File: src/verilog/rctr_map.vh
// Purpose: Constants for the remote command and tolerance relay block
// Assumes: 25 MHz clock
// Notes:   Hold time in ms, cycle count derived from it
`ifndef RCTR_MAP_VH
`define RCTR_MAP_VH
`define RCTR_CLK_HZ        25000000
`define RCTR_HOLD_MS       50
// Least time, rounds up to whole cycles
`define RCTR_HOLD_CYC      ((`RCTR_HOLD_MS * `RCTR_CLK_HZ + 999) / 1000)
`define RCTR_CNT_W         21
`define RCTR_VAL_W         32
// Command input bit positions
`define RCTR_BIT_INIT      0
`define RCTR_BIT_STOP      1
`define RCTR_BIT_ZERO      2
`define RCTR_BIT_PRINT     3
`define RCTR_BIT_PRESET    4
`define RCTR_NCMD          5
`endif

File: src/verilog/rctr_top.v
// Purpose: Remote command inputs and tolerance relay outputs
// Assumes: Single 25 MHz clock, synchronous active-low reset
// Notes:   Measurement values arrive already on clk; pins are synchronised
//          Commands act on release after a full hold; stop acts on level
//          Relay outputs are 1 when the contact is closed
//          A pin held through reset starts its count after release
`timescale 1ns/1ps
`default_nettype none
`include "rctr_map.vh"

// Timing, in clk edges with clk_en high:
//   Pin rise to qualified  : 2 sync edges plus HOLD_CYC samples
//   Pin fall to fire       : 2 sync edges
//   Fire to strobe or value: 1 edge
//   Display to relays      : 1 edge
// A low clk_en freezes every register, hold counters included.

module rctr_top #(
    parameter HOLD_CYC = `RCTR_HOLD_CYC
) (
    // Clock, reset, enable
    input  wire                     clk,
    input  wire                     reset_n,
    input  wire                     clk_en,
    // Command pins, active high
    input  wire                     dynamic_memory_init_pin,
    input  wire                     stop_pin,
    input  wire                     zero_pin,
    input  wire                     print_pin,
    input  wire                     preset_pin,
    // Measurement and limits, signed
    input  wire [`RCTR_VAL_W-1:0]   raw_measure,
    input  wire [`RCTR_VAL_W-1:0]   master_value,
    input  wire [`RCTR_VAL_W-1:0]   lower_tol,
    input  wire [`RCTR_VAL_W-1:0]   upper_tol,
    // Display and actions
    output reg  [`RCTR_VAL_W-1:0]   display_value,
    output reg  [`RCTR_VAL_W-1:0]   dyn_max,
    output reg  [`RCTR_VAL_W-1:0]   dyn_min,
    output reg                      measure_frozen,
    output reg                      dynamic_memory_init_cmd,
    output reg                      print_req,
    output reg  [`RCTR_VAL_W-1:0]   print_value,
    // Relay contacts, 1 = contact closed
    output reg                      low_limit_relay_open_contact,
    output reg                      low_limit_relay_closed_contact,
    output reg                      high_limit_relay_open_contact,
    output reg                      high_limit_relay_closed_contact
);

    // Synchroniser stages; the opto pins are asynchronous to clk
    reg  [`RCTR_NCMD-1:0]   sync1_reg;     // First stage, read only by the second
    reg  [`RCTR_NCMD-1:0]   sync2_reg;     // Settled pin levels
    wire [`RCTR_NCMD-1:0]   pin_vec;       // Pins gathered by command bit

    // Hold filter, one counter per command input
    reg  [`RCTR_NCMD-1:0]   qual_reg;      // Held long enough
    reg  [`RCTR_CNT_W-1:0]  cnt_reg [0:`RCTR_NCMD-1];
    wire [`RCTR_NCMD-1:0]   fire;          // Release of a qualified press
    wire                    stopped;       // Stop qualified, updates held
    integer                 i;             // Index of the hold filter loops only

    // Measurement path and tolerance decode
    reg  [`RCTR_VAL_W-1:0]  offset_reg;    // Display origin
    wire [`RCTR_VAL_W-1:0]  shown;         // Live value against the origin
    wire                    low_trip;      // Display below the lower limit
    wire                    high_trip;     // Display above the upper limit

    assign pin_vec = {preset_pin, print_pin, zero_pin, stop_pin, dynamic_memory_init_pin};

    // Signed comparison used by relays and extremes
    // Unsigned compares would trip the high relay on every negative reading against a positive upper limit
    function lt_s;
        input [`RCTR_VAL_W-1:0] a;
        input [`RCTR_VAL_W-1:0] b;
        begin
            lt_s = $signed(a) < $signed(b);
        end
    endfunction

    // Two flops per pin; the first may go metastable, so only the
    // second is read by any logic
    always @(posedge clk) begin
        if (!reset_n) begin
            sync1_reg <= {`RCTR_NCMD{1'b0}};
            sync2_reg <= {`RCTR_NCMD{1'b0}};
        end else if (clk_en) begin
            sync1_reg <= pin_vec;
            sync2_reg <= sync1_reg;
        end
    end

    // Hold counters; a command counts only after the full hold time
    // A low sample restarts the count, so contact chatter never adds up.
    // The count stops at its last value, so a long press cannot wrap it.
    // HOLD_CYC must be at least 1 and below 2**RCTR_CNT_W.
    always @(posedge clk) begin
        if (!reset_n) begin
            qual_reg <= {`RCTR_NCMD{1'b0}};
            for (i = 0; i < `RCTR_NCMD; i = i + 1)
                cnt_reg[i] <= {`RCTR_CNT_W{1'b0}};
        end else if (clk_en) begin
            for (i = 0; i < `RCTR_NCMD; i = i + 1) begin
                if (!sync2_reg[i]) begin
                    cnt_reg[i]  <= {`RCTR_CNT_W{1'b0}};
                    qual_reg[i] <= 1'b0;
                end else if (cnt_reg[i] >= HOLD_CYC[`RCTR_CNT_W-1:0] - 1'b1) begin
                    qual_reg[i] <= 1'b1;
                end else begin
                    cnt_reg[i] <= cnt_reg[i] + 1'b1;
                end
            end
        end
    end

    // Release edge of a qualified press fires the command for one cycle;
    // the qualified flag clears on the very edge that acts on it, so a
    // held pin can never repeat a command
    assign fire = qual_reg & ~sync2_reg;

    // Stop's release fire bit is unused; only its qualified level is used
    assign stopped = qual_reg[`RCTR_BIT_STOP];

    // Live value relative to the chosen origin
    // Wraps modulo 2**RCTR_VAL_W, as the display arithmetic does
    assign shown = raw_measure - offset_reg;

    // Display and origin; zero wins over preset when both release together
    always @(posedge clk) begin
        if (!reset_n) begin
            offset_reg     <= {`RCTR_VAL_W{1'b0}};
            display_value  <= {`RCTR_VAL_W{1'b0}};
            measure_frozen <= 1'b0;
        end else if (clk_en) begin
            // Stop acts on level once qualified, so glitches do not freeze
            measure_frozen <= stopped;
            if (fire[`RCTR_BIT_ZERO]) begin
                // New origin is the live reading, so the display shows 0
                offset_reg    <= raw_measure;
                display_value <= {`RCTR_VAL_W{1'b0}};
            end else if (fire[`RCTR_BIT_PRESET]) begin
                // Origin chosen so the live reading shows the master value
                offset_reg    <= raw_measure - master_value;
                display_value <= master_value;
            end else if (!stopped) begin
                display_value <= shown;
            end
        end
    end

    // Dynamic extremes follow the live value, not the registered display,
    // so they see the same sample the display is about to show
    always @(posedge clk) begin
        if (!reset_n) begin
            dyn_max <= {`RCTR_VAL_W{1'b0}};
            dyn_min <= {`RCTR_VAL_W{1'b0}};
        end else if (clk_en) begin
            if (fire[`RCTR_BIT_INIT]) begin
                // Restart from the present reading, even while stopped
                dyn_max <= shown;
                dyn_min <= shown;
            end else if (!stopped) begin
                if (lt_s(dyn_max, shown))
                    dyn_max <= shown;
                if (lt_s(shown, dyn_min))
                    dyn_min <= shown;
            end
        end
    end

    // One-cycle action strobes
    // They rise about three edges after the pin falls.
    // The print value is held between prints so a slow port can read it.
    always @(posedge clk) begin
        if (!reset_n) begin
            dynamic_memory_init_cmd <= 1'b0;
            print_req               <= 1'b0;
            print_value             <= {`RCTR_VAL_W{1'b0}};
        end else if (clk_en) begin
            dynamic_memory_init_cmd <= fire[`RCTR_BIT_INIT];
            print_req               <= fire[`RCTR_BIT_PRINT];
            if (fire[`RCTR_BIT_PRINT])
                print_value <= display_value;
        end
    end

    // Strict compares: a display equal to a limit is still in tolerance
    assign low_trip  = lt_s(display_value, lower_tol);
    assign high_trip = lt_s(upper_tol, display_value);

    // Low relay, fixed function; de-energised state matches in-tolerance.
    // It lags the display by one edge; no configuration reaches it.
    always @(posedge clk) begin
        if (!reset_n) begin
            low_limit_relay_open_contact    <= 1'b0;
            low_limit_relay_closed_contact  <= 1'b1;
        end else if (clk_en) begin
            low_limit_relay_open_contact    <= low_trip;
            low_limit_relay_closed_contact  <= ~low_trip;
        end
    end

    // High relay, independent of the low one, same contact sense
    always @(posedge clk) begin
        if (!reset_n) begin
            high_limit_relay_open_contact   <= 1'b0;
            high_limit_relay_closed_contact <= 1'b1;
        end else if (clk_en) begin
            high_limit_relay_open_contact   <= high_trip;
            high_limit_relay_closed_contact <= ~high_trip;
        end
    end

endmodule // rctr_top
`default_nettype wire

File: config.mk
export PLATFORM = sky130hd
export DESIGN_NAME = rctr_top
export DESIGN_NICKNAME = d
export VERILOG_FILES = /design/src/verilog/rctr_top.v
export VERILOG_INCLUDE_DIRS = /design/src /design/src/verilog
export SDC_FILE = /design/constraint.sdc
export NUM_CORES = 1
export LEC_CHECK = 0
export ABC_AREA = 0
export ABC_CLOCK_PERIOD_IN_PS = 6450
export BUFFER_PORTS_ARGS = -buffer_cell sky130_fd_sc_hd__buf_2
export CAP_MARGIN = 40
export CORE_MARGIN = 2
export CORE_UTILIZATION = 30
export CTS_CLUSTER_SIZE = 28
export DETAILED_ROUTE_END_ITERATION = 10
export GPL_TIMING_DRIVEN = 0
export PLACE_DENSITY = 0.5
export SLEW_MARGIN = 40
export SYNTH_ARGS = -nofsm -noshare
export SYNTH_HDL_FRONTEND = slang
export SYNTH_SLANG_ARGS = --single-unit
export TNS_END_PERCENT = 10
File: constraint.sdc
create_clock -name clk -period 6.45 [get_ports clk]
set_clock_uncertainty 0.1 [all_clocks]
set_input_delay 1.29 -clock clk [delete_from_list [all_inputs] [get_ports clk]]
set_output_delay 1.29 -clock clk [all_outputs]
set_load 0.01 [all_outputs]
# --- Yosys cells after proc, flatten, opt, wreduce, memory -nomap -nowiden ---
# Memory sizes are Yosys's and may differ from the RTL's.
# Index checks and enable logic that the tools add are counted.
totals:
  regBits: 182
  ram_bits: 105
  input_bits: 136
  out_inout_bits: 135
  mem_count: 1
mem_list:
  columns: ["name", "depth", "width", "read_ports", "rd_ports_with_merged_regs", "wr", "line", "source"]
  rows:
  - ["cnt_reg", 5, 21, 5, 0, 5, "rctr_top.v:58", "reg [`RCTR_CNT_W-1:0] cnt_reg [0:`RCTR_NCMD-1];"]
op_classes:
  addsub: 7
  n_lt_le_gt_ge: 9
  n_eq_ne: 7
  n_mux: 77
  n_bitwise: 14
  n_reduce_logical: 13
ops:
  columns: ["cell", "n"]
  rows:
  - ["2-to-1 mux 32 bit", 11]
  - ["2-to-1 mux 21 bit", 10]
  - ["< comparator 32 bit", 4]
  - ["adder 21 x 1 -> 21 bit, second input constant", 5]
  - [">= comparator 21 bit, second input constant", 5]
  - ["subtractor 32 bit", 2]
  - ["2-to-1 mux 1 bit", 56]
  - ["AND reduction 2 bit", 8]
  - ["!= test 2 x 1 -> 1 bit, second input constant", 6]
  - ["OR 1 bit", 10]
  - ["AND reduction 3 bit", 2]
  - ["nonzero test 2 bit", 3]
  - ["bitwise AND 5 bit", 1]
  - ["NOT 5 bit", 1]
  - ["!= test 3 x 1 -> 1 bit, second input constant", 1]
  - ["NOT 1 bit", 2]

# --- Longest topological paths before layout ---
depth:
  depth_word: 7
  mapped_depth: 26
  ltp_nobuf: 23

# --- Least setup slack after synthesis ---
# OpenSTA, ideal clock, no wires.
synth_timing:
  path_kind: "input-to-reg"
  startpoint: "input raw_measure[1]"
  endpoint: "register dyn_max[25]"
  setup_time_ns: 0.122
  arrival_ns: 5.350
  required_ns: 6.228
  setup_slack_ns: 0.879
  cell_stages: 22
  path_buffers: 2
  cell_sequence: "ha_1 nor2b_1 o31a_1 o21ai_2 o21ai_4 o21ai_0 nand2b_1 a21oi_1 xor2_1 ha_1 and4_1 a221oi_1 o21ai_0 maj3_1 o221ai_1 a2111o_1 o211ai_1 a2111o_1 o311a_1 buf_6 buf_12 mux2i_1"
synth_between:
  elab_chain_len: 4
synth_rtl:
  columns: ["element", "line", "source"]
  rows:
  - ["start, declared", "rctr_top.v:32", "input wire [`RCTR_VAL_W-1:0] raw_measure,"]
  - ["subtractor 32 bit *", "rctr_top.v:126", "assign shown = raw_measure - offset_reg;"]
  - ["< comparator 32 bit / 2-to-1 mux 32 bit (equally long branches)", "rctr_top.v:77, rctr_top.v:163", null]
  - ["nonzero test 2 bit (no line) / 2-to-1 mux 32 bit (equally long branches)", null, null]
  - ["AND reduction 3 bit (no line) / 2-to-1 mux 32 bit (equally long branches)", null, null]
  - ["end signal, assigned", "rctr_top.v:155", "dyn_max <= {`RCTR_VAL_W{1'b0}};"]
  - ["end signal, assigned", "rctr_top.v:160", "dyn_max <= shown;"]
  - ["end signal, assigned", "rctr_top.v:164", "dyn_max <= shown;"]
  - ["end, declared", "rctr_top.v:38", "output reg [`RCTR_VAL_W-1:0] dyn_max,"]
# Every way passes the cells marked *; elsewhere a longest branch is shown, timed or not. The select of a mux whose other input is x is not followed.
# A chain may end at the register's enable or synchronous reset.

# --- Worst setup path after layout ---
layout_timing:
  startpoint: "input raw_measure[7]"
  endpoint: "register dyn_max[24]"
# The elaborated chain is that of the path after synthesis.

==> flow_summary.yaml <==
clocking:
  cts_buffers: 37
  ctsResizeCount: 0
  cts_tree: "done"
  holdBufCountCts: 0
  htreeDepth: 2
  clock_sinks: 287
  post_cts_buffers: 0
  clockRootBuffer: "clkbuf_16"
  clk_pin_slew_ns: 0.05
  clkLatencyLatePin_ns: 0.56
  cts_max_path_buffers: 3
floorplan:
  rows: 92
  start_util_pct: 30.44
  die_y_um: 257.2
  dieArea_um2: 66180
  core-area_um2: 63200
  die_w_um: 257.2
  num_io_pins: 271
worst_setup_path:
  cp.required_ns: 6.78
  slowest_stage: "xnor2_1"
  cp.arrival_ns: 6.51
  crit_family: "compound AO/OA/AOI/OAI gates"
  critPathMaxFanout: 10
  worst-path-buf-inv: 3
  start_kind: "input port"
  crit_type: "in -> reg"
  worstPathCellList: "buf_2 -> ha_1 -> a21o_1 -> a31oi_2 -> a21o_1 -> nand2_1 -> a211o_1 -> xnor2_1 -> ha_1 -> and4_1 -> a221oi_1 -> o21ai_0 -> maj3_1 -> o221ai_1 -> a2111o_1 -> o211ai_1 -> a2111o_1 -> o311a_1 -> buf_6 -> buf_12 -> mux2i_1"
  cpPeakStageDelay_ns: 0.56
  cp-end-kind: "flop"
power:
  leakagePower_nw: 9.836
  peakVddDrop_uv: 165.2
  p_per_area_nw_per_um2: 258.8
  finalPower_mw: 5.966
drt:
  vias: 17730
  drc: 0
  drt.antenna.violating_nets: 0
  drt-pass1-iter-count: 5
  routed_via_density: 5.088
  wl_mm: 65.81
  routedWlPerCell_um: 18.89
  drt_iter0_markers: 1148
placement:
  gp_congestion: 0.9206
  io_buffers: 269
  hpwl_mm: 52.60
synthesis:
  synth_edf_count: 105
  synth.avg_cell_area_um2: 8.387
  synth_area_leaders: "dfxtp_1, edfxtp_1, ha_1"
  async_flop_share_pct: 0
  synth_fa_ha_area_share_pct: 11.80
  ys_types: 81
  synth_compound_area_share_pct: 17.60
  syn_nets: 2607
  ys_warn_count: 0
  ys_seq_area_share_pct: 35.33
  synth_top_area_cell: "dfxtp_1"
  synth_top_flop_cell: "dfxtp_1"
  synthMuxAreaShare_pct: 3.863
  yosys.area_share.simple_pct: 18.56
  synth_top_family_by_area: "simple AND/OR/NAND/NOR gates"
  netlist_area_um2: 19240
  synthCells: 2294
  yosys.area.top_type_share_pct: 18.94
  synth_xor_area_share_pct: 6.510
  synth_seq_cells: 287
global_routing:
  grt_pass1_vias: 16950
  grt_antenna_before_repair: 15
  grt_pass1_wl_mm: 99.10
  globalRouteTotalUtil_pct: 19.26
  grt-ovfl-total: 0
  grt_max_degree: 22
sta:
  worst_pin_slew_ns: 0.8577
  max_freq_ghz: 0.1619
  tns_ns: 0
  rsz0062_at_grt: "no"
  setup_viol: 0
  fin_hold_ws_ns: 0.3512
  slew_violations: 0
  slew_headroom_pct: 42.72
  period_share_pct: 95.74
  final_hold_viol_count: 0
  finalCriticalPeriod_ns: 6.175
final_layout:
  drive_gt1_share_pct: 14.48
  syn2layout_area_growth_pct: 19.84
  largest_reg_flops: 105
  layout.nets: 2917
worst_hold_path:
  hp-class: "reg -> reg"
run_status:
  status: "finished clean"
run:
  max_cap_violations: 0
stage by stage:
step / instances / setup slack (ns) / util [%] / instance area [um2]
2_1_floorplan: 2294 / 0.8788 / - / 19240
3_3_place_gp: 3409 / -0.3451 / 34.25 / 21640
3_5_place_dp: 3411 / -0.3859 / 34.33 / 21690
4_1_cts: 3478 / 0.1692 / 36.42 / 23020
5_1_grt: 3479 / 0.01912 / 36.47 / 23040
6_report: 3484 / 0.2747 / 36.49 / 23060
cell usage after synthesis, types with 7 or more instances:
master / n
a211oi_1: 41
a21o_1: 54
a21oi_1: 125
a221oi_1: 9
a22oi_1: 28
a311oi_1: 10
a31oi_1: 16
and2_1: 9
and3_1: 25
and4_1: 9
clkbuf_1: 79
dfxtp_1: 182
edfxtp_1: 105
ha_1: 175
inv_1: 204
mux2i_1: 72
nand2_1: 287
nand2b_1: 21
nand3_1: 64
nand4_1: 34
nor2_1: 260
nor2b_1: 25
nor3_1: 33
nor4_1: 13
o211ai_1: 14
o21a_1: 22
o21ai_0: 99
o21bai_1: 9
o31a_1: 8
o31ai_1: 7
xnor2_1: 81
xor2_1: 62
layer usage:
metal	wire length, um	global-route usage, %	up-vias
li1	-	-	8701
met1	28900	25.22	8385
met2	30690	32.14	510
met3	3955	3.241	124
met4	2212	6.315	8
met5	46	0	-
worst min-delay path, cell delays in order (launching register included):
cell and delay [ns]:
dfxtp_1 0.30, nand2_1 0.05, a21oi_1 0.05
kinds of logic (layout without fill, tap and decap cells):
logic type	count (synthesis)	in the layout
buffers and inverters	300	638
DFF	287	287
xor gates and xnor gates	143	143
muxes	74	74
other	0	6
adders and majority gates	181	181
AOI/OAI and AO/OA	508	508
and+or+nand+nor	801	801
where the power goes:
part / leakage (nW) / switching (mW) / internal (mW)
Clock: 0.655 / 0.842 / 1.41
Combinational: 6.53 / 0.888 / 0.631
Sequential: 2.65 / 0.170 / 2.03
Total: 9.84 / 1.90 / 4.07
path summary, 6_finish.rpt:
check            startpoint              to  slack [ns]  depth (start not counted)
min reg2reg  print_value[4]  print_value[4]        0.35                          2
max          raw_measure[7]     dyn_max[24]        0.27                         21
max reg2reg   offset_reg[1]     dyn_max[24]        0.77                         22
min          print_value[4]  print_value[4]        0.35                          2
cell type report:
class                   instances  area, um2
flip-flops and latches        287       6797
diodes                          6      15.01
repair buffers                271       1369
fillers                      6571      40140
plain buffers                  95      457.9
clock buffers                  50       1066
clock inverters                17      255.2
inverters                     205      769.5
multi-input cells            1707      11270
well taps                     846       1059
layout by cell type (no fill, tap or decap), types with 10 or more instances in the layout:
cell type	Yosys	routed
nor2_1	260	260
nand4_1	34	34
nand2b_1	21	21
o211ai_1	14	14
clkbuf_16	0	38
nand3_1	64	64
clkbuf_1	79	79
xor2_1	62	60
nand2_1	287	283
ha_1	175	175
buf_2	4	273
a311oi_1	10	10
dfxtp_1	182	182
inv_1	204	204
a211oi_1	41	41
xnor2_1	81	80
nor2b_1	25	25
a31oi_1	16	16
nor3_1	33	33
edfxtp_1	105	105
a22oi_1	28	28
nor4_1	13	13
mux2i_1	72	72
a21oi_1	125	124
o21ai_0	99	98
and3_1	25	25
o21a_1	22	22
a21o_1	54	54
No activity file was read; power rests on OpenSTA's default activity.
